--- config.mk ---
export PLATFORM = sky130hd
export DESIGN_NAME = su1_uart
export DESIGN_NICKNAME = d
export VERILOG_FILES = /design/src/logic/su1_uart.v
export VERILOG_INCLUDE_DIRS = /design/src /design/src/logic
export SDC_FILE = /design/constraint.sdc
export NUM_CORES = 1
export LEC_CHECK = 0
export ABC_AREA = 0
export BUFFER_PORTS_ARGS = -buffer_cell sky130_fd_sc_hd__buf_2
export CAP_MARGIN = 20
export CORE_AREA = 2 2 107 109
export CTS_CLUSTER_SIZE = 30
export DETAILED_ROUTE_END_ITERATION = 8
export DIE_AREA = 0 0 109 111
export HOLD_SLACK_MARGIN = 0.12
export PLACE_DENSITY = 0.58
export REMOVE_ABC_BUFFERS = 1
export SYNTH_ARGS = -nofsm -noshare
export SYNTH_HDL_FRONTEND = slang
export SYNTH_SLANG_ARGS = --single-unit
--- constraint.sdc ---
create_clock -name clk -period 2.2 [get_ports clk]
set_clock_uncertainty 0.2 [all_clocks]
set_input_delay 0.22 -clock clk [delete_from_list [all_inputs] [get_ports clk]]
set_output_delay 0.22 -clock clk [all_outputs]
set_load 0.05 [all_outputs]
--- src/logic/su1_regs.vh ---
`ifndef SU1_REGS_VH
`define SU1_REGS_VH

// Register addresses on the special-function register port
`define SU1_ADDR_RELOAD_LOW 8'hbe
`define SU1_ADDR_RELOAD_HIGH 8'hbf
`define SU1_ADDR_CONTROL 8'hc0
`define SU1_ADDR_DATA_PORT 8'hc1

// Control register fields
`define SU1_CTL_FORMAT 7
`define SU1_CTL_RESERVED 6
`define SU1_CTL_MULTIPROC 5
`define SU1_CTL_RX_ENABLE 4
`define SU1_CTL_TX_NINTH 3
`define SU1_CTL_RX_NINTH 2
`define SU1_CTL_TX_DONE 1
`define SU1_CTL_RX_DONE 0

// Reset values
`define SU1_CONTROL_RESET 8'h00
`define SU1_RELOAD_RESET 10'h000

// Baud timing: one bit is this many reload overflows plus one
`define SU1_OVF_PER_BIT 5'h1f
`define SU1_SAMPLE_POINT 5'h0f
`define SU1_BITS_MODE_A 4'ha
`define SU1_BITS_MODE_B 4'h9

`endif

--- src/logic/su1_uart.v ---
`timescale 1ns/1ps
`include "su1_regs.vh"

// Function
// - Control bit 7 picks 9-bit or 8-bit
// - Mode A: start, 8 data, ninth, stop
// - Mode B: start, 8 data, stop
// - Mode A transmit ninth from control bit 3
// - Mode A received ninth into bit 2
// - Mode B stop bit into bit 2
// - Bit 2 reloaded at each frame end; software writes it
// - Receive only while control bit 4 set
// - Transmit done sets bit 1, software clears
// - Receive done sets bit 0, software clears
// - Control bit 5 enables multiprocessor mode in mode A only
// - One data address: write sends, read receives
// - Receive path is double buffered
// - Timing only from 10-bit reload generator
// - Reload assembled from low and high bytes
// - 3FCh at 14.746 MHz gives 115.2k
// - Differential transceiver follows this port
module su1_uart (
	// Clock and reset
	input wire clk,
	input wire nrst,
	// Special-function register port
	input wire [7:0] sfr_addr,
	input wire sfr_wr,
	input wire sfr_rd,
	input wire [7:0] sfr_wdata,
	output reg [7:0] sfr_rdata,
	// Serial pads and differential transceiver
	input wire rx_pin,
	input wire diff_rx,
	input wire diff_select,
	output reg tx_pin,
	output reg diff_tx,
	output reg diff_tx_oe,
	// Status
	output reg frame_error
);

	reg [7:0] control;
	reg [9:0] reload;
	reg [9:0] baud_cnt;
	reg baud_tick;
	reg [1:0] rx_sync;
	reg [1:0] diff_sync;
	reg [1:0] sel_sync;

	reg tx_busy;
	reg [4:0] tx_ovf;
	reg [3:0] tx_bit;
	reg [10:0] tx_shift;

	reg rx_busy;
	reg [4:0] rx_ovf;
	reg [3:0] rx_bit;
	reg [8:0] rx_shift;
	reg [7:0] rx_hold;
	reg rx_prev;

	wire rx_line;
	wire mode_b;
	wire wr_ctl;
	wire wr_data;
	wire [3:0] last_bit;
	wire rx_sample;
	wire rx_stop;
	wire rx_accept;
	wire tx_finish;
	reg [7:0] next_rdata;

	assign mode_b = control[`SU1_CTL_FORMAT];
	assign last_bit = mode_b ? `SU1_BITS_MODE_B : `SU1_BITS_MODE_A;
	assign wr_ctl = sfr_wr && (sfr_addr == `SU1_ADDR_CONTROL);
	assign wr_data = sfr_wr && (sfr_addr == `SU1_ADDR_DATA_PORT);
	// Only the second stage of each synchroniser is looked at
	assign rx_line = sel_sync[1] ? diff_sync[1] : rx_sync[1];
	assign rx_sample = rx_busy && baud_tick && (rx_ovf == `SU1_SAMPLE_POINT);
	assign rx_stop = rx_sample && (rx_bit == last_bit);
	// Multiprocessor filter drops frames whose ninth bit is zero
	assign rx_accept = !(control[`SU1_CTL_MULTIPROC] && !mode_b && !rx_shift[8]);
	assign tx_finish = tx_busy && baud_tick && (tx_ovf == `SU1_OVF_PER_BIT) && (tx_bit == last_bit);

	// Pad synchronisers
	always @(posedge clk) begin
		if (!nrst) begin
			rx_sync <= 2'h3;
			diff_sync <= 2'h3;
			sel_sync <= 2'h0;
		end else begin
			rx_sync <= {rx_sync[0], rx_pin};
			diff_sync <= {diff_sync[0], diff_rx};
			sel_sync <= {sel_sync[0], diff_select};
		end
	end

	// Reload generator: counts up from reload to 3FFh, one tick per wrap
	always @(posedge clk) begin
		if (!nrst) begin
			baud_cnt <= `SU1_RELOAD_RESET;
			baud_tick <= 1'b0;
		end else if (baud_cnt == 10'h3ff) begin
			baud_cnt <= reload;
			baud_tick <= 1'b1;
		end else begin
			baud_cnt <= baud_cnt + 10'h001;
			baud_tick <= 1'b0;
		end
	end

	// Registers written by software
	always @(posedge clk) begin
		if (!nrst) begin
			reload <= `SU1_RELOAD_RESET;
			control <= `SU1_CONTROL_RESET;
		end else begin
			if (sfr_wr && sfr_addr == `SU1_ADDR_RELOAD_LOW)
				reload[7:0] <= sfr_wdata;
			if (sfr_wr && sfr_addr == `SU1_ADDR_RELOAD_HIGH)
				reload[9:8] <= sfr_wdata[1:0];
			if (wr_ctl) begin
				control[7] <= sfr_wdata[7];
				control[5:3] <= sfr_wdata[5:3];
			end
			// Hardware set beats a software clear in the same cycle
			if (rx_stop && control[`SU1_CTL_RX_ENABLE]) begin
				control[`SU1_CTL_RX_NINTH] <= mode_b ? rx_line : rx_shift[8];
			end else if (wr_ctl) begin
				control[`SU1_CTL_RX_NINTH] <= sfr_wdata[2];
			end
			if (tx_finish)
				control[`SU1_CTL_TX_DONE] <= 1'b1;
			else if (wr_ctl && !sfr_wdata[1])
				control[`SU1_CTL_TX_DONE] <= 1'b0;
			if (rx_stop && control[`SU1_CTL_RX_ENABLE] && rx_accept)
				control[`SU1_CTL_RX_DONE] <= 1'b1;
			else if (wr_ctl && !sfr_wdata[0])
				control[`SU1_CTL_RX_DONE] <= 1'b0;
		end
	end

	// Transmitter; a write while busy restarts the frame with the new byte
	always @(posedge clk) begin
		if (!nrst) begin
			tx_busy <= 1'b0;
			tx_ovf <= 5'h00;
			tx_bit <= 4'h0;
			tx_shift <= 11'h7ff;
			tx_pin <= 1'b1;
			diff_tx <= 1'b1;
			diff_tx_oe <= 1'b0;
		end else begin
			if (wr_data) begin
				// Stop bit high, ninth from control bit 3
				tx_shift <= {1'b1, control[`SU1_CTL_TX_NINTH], sfr_wdata, 1'b0};
				tx_busy <= 1'b1;
				tx_ovf <= 5'h00;
				tx_bit <= 4'h0;
			end else if (tx_busy && baud_tick) begin
				tx_ovf <= tx_ovf + 5'h01;
				if (tx_ovf == `SU1_OVF_PER_BIT) begin
					if (tx_bit == last_bit) begin
						tx_busy <= 1'b0;
						tx_shift <= 11'h7ff;
					end else begin
						tx_bit <= tx_bit + 4'h1;
						// Mode B skips the ninth slot straight to stop
						if (mode_b && tx_bit == 4'h8)
							tx_shift <= {1'b1, tx_shift[10:2]};
						else
							tx_shift <= {1'b1, tx_shift[10:1]};
					end
				end
			end
			tx_pin <= tx_busy ? tx_shift[0] : 1'b1;
			diff_tx <= tx_busy ? tx_shift[0] : 1'b1;
			diff_tx_oe <= tx_busy && sel_sync[1];
		end
	end

	// Receiver: start on falling edge, sample mid-bit
	always @(posedge clk) begin
		if (!nrst) begin
			rx_busy <= 1'b0;
			rx_ovf <= 5'h00;
			rx_bit <= 4'h0;
			rx_shift <= 9'h000;
			rx_hold <= 8'h00;
			rx_prev <= 1'b1;
			frame_error <= 1'b0;
		end else begin
			rx_prev <= rx_line;
			if (!control[`SU1_CTL_RX_ENABLE]) begin
				rx_busy <= 1'b0;
			end else if (!rx_busy) begin
				if (rx_prev && !rx_line) begin
					rx_busy <= 1'b1;
					rx_ovf <= 5'h00;
					rx_bit <= 4'h0;
				end
			end else if (baud_tick) begin
				rx_ovf <= rx_ovf + 5'h01;
				if (rx_sample) begin
					if (rx_bit == 4'h0 && rx_line) begin
						rx_busy <= 1'b0;
					end else if (rx_bit == last_bit) begin
						rx_busy <= 1'b0;
						frame_error <= !rx_line;
						// Holding byte changes only on completion
						if (rx_accept)
							rx_hold <= rx_shift[7:0];
					end else if (rx_bit != 4'h0) begin
						rx_shift <= {rx_line, rx_shift[8:1]};
					end
				end
				if (rx_ovf == `SU1_OVF_PER_BIT)
					rx_bit <= rx_bit + 4'h1;
			end
			// Mode B has no ninth bit: realign byte to the low end
			if (rx_sample && mode_b && rx_bit == 4'h8)
				rx_shift <= {1'b0, rx_line, rx_shift[8:2]};
		end
	end

	// Read mux; unmapped addresses return zero, reserved bit reads zero
	always @* begin
		case (sfr_addr)
			`SU1_ADDR_RELOAD_LOW: next_rdata = reload[7:0];
			`SU1_ADDR_RELOAD_HIGH: next_rdata = {6'h00, reload[9:8]};
			`SU1_ADDR_CONTROL: next_rdata = control;
			`SU1_ADDR_DATA_PORT: next_rdata = rx_hold;
			default: next_rdata = 8'h00;
		endcase
	end

	always @(posedge clk) begin
		if (!nrst)
			sfr_rdata <= 8'h00;
		else if (sfr_rd)
			sfr_rdata <= next_rdata;
	end

endmodule // su1_uart

After elaboration in Yosys (flattened, before gate mapping)
Index checks and enable logic that the tools add are counted.
{ "op_classes": {"add_sub_neg": 5, "n_eq_ne": 16, "muxes": 42, "bitwise_logic": 5, "reduce_logical": 56} }
{ "op_table": {"columns": ["cell", "n"], "rows": [
  ["$mux W8", 8],
  ["$mux W10", 4],
  ["$eq A8 B8 Y1 const B", 4],
  ["$pmux W8 S4", 1],
  ["$reduce_bool A2 Y1", 12],
  ["$logic_and A1 B1 Y1", 22],
  ["$mux W11", 2],
  ["$reduce_and A7 Y1", 3],
  ["$mux W1", 19],
  ["$mux W4", 4],
  ["$mux W5", 3],
  ["$add A10 B1 Y10 const B", 1],
  ["$add A5 B1 Y5 const B", 2],
  ["$eq A10 B10 Y1 const B", 1],
  ["$eq A5 B5 Y1 const B", 2],
  ["$reduce_and A3 Y1", 3],
  ["$add A4 B1 Y4 const B", 2],
  ["$eq A4 B4 Y1", 2],
  ["$eq A4 B4 Y1 const B", 2],
  ["$reduce_and A2 Y1", 4],
  ["$logic_not A1 Y1", 6],
  ["$ne A2 B1 Y1 const B", 3],
  ["$reduce_and A6 Y1", 1],
  ["$eq A5 B4 Y1 const B", 1],
  ["7 further kinds", 12]
]} }
{ "word_totals": {"ff_bits": 94, "input_bits": 23, "out_inout_bits": 12, "elab_cells": 151} }

Logic depth before layout (Yosys ltp)
{ "logic_depth": {"ltp_word": 9, "depth_mapped": 9} }

Worst setup path before layout
No wires, ideal clock.
{ "synth_path": {"kind": "register to register", "from": "reg rx_ovf[0]", "to": "reg rx_shift[0]", "arrival_ns": 1.692, "required_ns": 1.884, "path_slack_ns": 0.192, "path_stages_with_launch": 10, "n_path_buf": 1, "period_less_slack_ns": 2.008, "path_cell_list": "dfxtp_1 -> ha_1 -> and3_1 -> ha_1 -> and3_1 -> and2_1 -> buf_2 -> mux2i_1 -> nand2_1 -> o211a_1"} }
{ "synth_between": {"elab_chain_cells": 6, "word_cells_on_any_way": 13, "classes_between": "eq/ne (3); mux (1); reduce/logical (9)"} }
{ "synth_lines": {"columns": ["element", "line", "rtl"], "rows": [
  ["from (decl)", "su1_uart.v:57", "reg [4:0] rx_ovf;"],
  ["from (signal assigned)", "su1_uart.v:204", "rx_ovf <= rx_ovf + 5'h01;"],
  ["$eq A5 B4 Y1 (no line) (*)", null, null],
  ["$logic_and A1 B1 Y1 (*)", "su1_uart.v:80", "assign rx_sample = rx_busy && baud_tick && (rx_ovf == `SU1_SAMPLE_POINT);"],
  ["$logic_and A1 B1 Y1 (2 in series)", "su1_uart.v:222", "if (rx_sample && mode_b && rx_bit == 4'h8)"],
  ["$ne A2 B1 Y1 (no line) / $reduce_bool A2 Y1 (equally long branches)", null, null],
  ["$reduce_and A7 Y1 (no line)", null, null],
  ["to (signal assigned)", "su1_uart.v:215", "rx_shift <= {rx_line, rx_shift[8:1]};"],
  ["to (signal assigned)", "su1_uart.v:223", "rx_shift <= {1'b0, rx_line, rx_shift[8:2]};"],
  ["to (decl)", "su1_uart.v:59", "reg [8:0] rx_shift;"]
]} }
Every way passes the cells marked *; elsewhere a longest branch is shown, timed or not.
A chain may end at the register's enable or synchronous reset.

Final worst setup path
{ "layout_path": {"from": "reg rx_ovf[1]", "to": "reg frame_error"} }
{ "layout_between": {"elab_chain_cells": 3} }
{ "layout_lines": {"columns": ["element", "line", "rtl"], "rows": [
  ["$eq A5 B4 Y1 (no line)", null, null],
  ["$logic_and A1 B1 Y1", "su1_uart.v:80", null],
  ["$reduce_and A6 Y1 (no line)", null, null],
  ["to (signal assigned)", "su1_uart.v:210", "frame_error <= !rx_line;"],
  ["to (decl)", "su1_uart.v:40", "output reg frame_error"]
]} }
Every way passes these cells.

==> metrics.csv <==
metric,value,unit
reg-to-reg critical path startpoint,rx_ovf[1],
max cap viols,0,
"commonest cells after routing, fill and taps aside","dfxtp_1, nor2_1, nand2_1, mux2i_1, buf_2",
critical path peak fanout,3,
largest net degree at the start of global routing,33,
number of placement rows,39,
area of the multi-input gates,2320,um^2
shortest clock period the worst path allows after layout,2.07,ns
drt first pass iters,4,
Mapped Area,4300,um^2
worst IR drop on VDD,0.000501,V
top-level I/O count,35,
proportion of register bits with asynchronous set or reset after synthesis,0,%
layout cells sized above 1,15.9,%
switching power of the nets,710,uW
instance area after placement,4670,um^2
total routed wirelength,9.83,mm
most used cell along the critical path,ha_4,
# DRC,0,
"buffers from clock root to sink, at most",2,
total of fill cells in the finished design,1067,
number of synthesized flops with an enable pin,0,
vias per cell,5.21,
clock root cell,clkbuf_16,
number of distinct library cells after synthesis,52,
run status,"complete, no violations",
largest cells by area after synthesis,"dfxtp_1, mux2i_1, nor2_1",
Worst Hold Slack,0.204,ns
endpoint of the worst hold path,diff_sync[1],
final hold viol count,0,
relative contribution of combinational cells to total power,3.8,%
Synth Instances,473,
type of origin of the critical path,register,
critical setup path kind,register to register,
crit path cell chain,"ha_4, and3_4, ha_4, nand4_1, a211oi_4, buf_4, mux2i_1, nor2_1",
fraction of power spent switching nets,20.1,%
Worst Path Arrival,2.11,ns
area growth from synthesis to layout,21.1,%
vias in the first global route,3332,
initial cell density of the core,38.8,%
part of the power in registers,48.7,%
worst hold path type,register to register,
critical path's largest stage delay,0.37,ns
final instance count without filler cells,676,
element type at the critical path end,register,
antenna violations before repair,0,
remaining number of nets flagged by the antenna check after routing,0,
post-route standard cell area excluding fillers,5200,um^2
initial drt markers,162,
TritonCTS clock tree,done,
normalized max-slew margin,64.0,%
number of warnings printed during yosys synthesis,0,
number of setup violations in the final report,0,
part of the cycle the worst path needs,94.1,%
final core utilization,47.0,%
total negative setup slack,0,ns
first-pass GRT wire length,15.9,mm
Total Nets Final,562,
"most common cell after layout, fill and taps aside",dfxtp_1,
slowest cell on the critical path,a211oi_4,
number of levels in the clock H-tree,3,
Overall Global Routing Usage,16.7,%
placed cell count,644,
dominant cell type by area after synthesis,dfxtp_1,
Hold Path Cell Cnt,1,
syn avg cell area,9.08,um^2
leak pwr,0.00207,uW
areal power density over the cells,679,nW/um^2
sequential-to-total area share from yosys stat,43.8,%
Die Area,12100,um^2
unrepaired setup endpoints after global routing,false,
internal power summed over all cells,2820,uW
core footprint,11100,um^2
number of CTS-inserted buffers,9,
slew at the pin closest to its max-slew limit,0.534,ns
number of diodes added for antenna fixing,0,
clock tree sinks,94,
number of flip-flops and latches in the synthesized netlist,94,
overall via count from detail_route,3519,
flip-flop cell with the highest count after synthesis,dfxtp_1,
clk slew on worst S/H paths,0.06,ns
startpoint of the worst hold path,diff_sync[0],
crit path launch,rx_ovf[1],
count of buffers inserted at the top-level ports,34,
Storage cell area,1890,um^2
Die Height,111,um
endpoint of the worst-slack reg-to-reg timing path,frame_error,
post-DP HPWL,6.98,mm
Reg2Reg Setup Slack,0.13,ns
final estimated routing congestion in global placement,0.787,
highest attainable clock frequency,0.483,GHz
Die X-Extent,109,um
area share of the largest cell type after synthesis,43.8,%
total gr overflow,0,
Pins Over Slew Limit,0,
Clock Power Share,47.5,%
worst reg-to-reg path cell count,8,
post-DR wirelength/cell,14.5,um
clock latency reported for the late side of the worst-skew pair,0.34,ns
required time worst endpoint,2.23,ns
## metal layers
metal / track usage [%] / wire (um) / vias to the layer above
met5: 0 / 0 / -
li1: - / - / 1776
met4: 4.36 / 96 / 0
met3: 4.41 / 271 / 8
met2: 27.0 / 4680 / 53
met1: 22.0 / 4780 / 1682
## flip-flops by register name, indices dropped and copies added, names as in the netlist, 7 cells and up
| signal | cells |
|---|---|
| baud_cnt | 10 |
| control | 7 |
| rx_hold | 8 |
| sfr_rdata | 8 |
| tx_shift | 11 |
| reload | 10 |
| rx_shift | 9 |
## cell type report
type	instances	area share, %
repair buffers	66	8.90
inverters	7	0.505
clock inverters	4	1.35
flip-flops and latches	94	36.3
multi-input cells	351	44.7
well taps	143	3.44
clock buffers	11	4.86
## cell families (layout without fill, tap and decap cells)
| kind of cell | Yosys count | in the layout | synth area share, % |
|---|---|---|---|
| AOI/OAI and AO/OA | 78 | 79 | 12.8 |
| xor gates and xnor gates | 15 | 15 | 3.06 |
| adders and majority gates | 10 | 10 | 2.91 |
| buffers and inverters | 29 | 88 | 3.03 |
| DFF | 94 | 94 | 43.8 |
| muxes | 44 | 44 | 10.4 |
| and+or+nand+nor | 203 | 203 | 24.1 |
## synth_stat cells (4+ instances only)
cell type	n
a21oi_1	13
and2_1	10
and3_1	5
buf_2	5
buf_4	4
clkbuf_1	12
dfxtp_1	94
ha_1	10
inv_1	7
mux2i_1	40
nand2_1	55
nand2b_1	9
nand3_1	19
nand3b_1	4
nand4_1	7
nor2_1	56
nor2b_1	16
nor3_1	5
o211a_1	8
o21ai_0	26
o221ai_1	8
xnor2_1	5
xor2_1	10
## worst max path at each step
stage and end:
6_report frame_error, 4_1_cts rx_shift[4], 3_5_place_dp rx_shift[2], 2_1_floorplan tx_shift[9], 5_1_grt rx_hold[3], 3_3_place_gp rx_shift[6]
## per-stage QoR
step,total power [uW],setup WS [ns]
floorplan,1800,0.0250
global placement,1870,0.0380
detailed placement,1870,0.00226
CTS,3570,0.124
global route,3650,0.0139
finish,3530,0.129
## critical path, delay by kind of cell (launching register included)
kind	cells	cell delay [ns]
AO/OA/AOI/OAI	1	0.37
adder cells (fa/ha/maj)	2	0.25
buffers and inverters	1	0.19
flip-flops	1	0.36
multiplexers	1	0.17
AND/OR/NAND/NOR	3	0.43
## what timing repair did
action	CTS	global route
hold buffers	16	0
gates resized for setup	1	8
gates cloned	0	1
pin swaps	0	3
endpoints found under the hold margin	36	0
setup buffers	0	0
setup endpoints to repair	4	4
## power groups by stage
stage               sequential [uW]  combinational (uW)  clock, uW
floorplan                      1760                41.8          0
global placement               1760                 111          0
detailed placement             1760                 112          0
CTS                            1720                 134       1720
global route                   1720                 147       1780
finish                         1720                 134       1680
No activity file was read; power rests on OpenSTA's default activity.
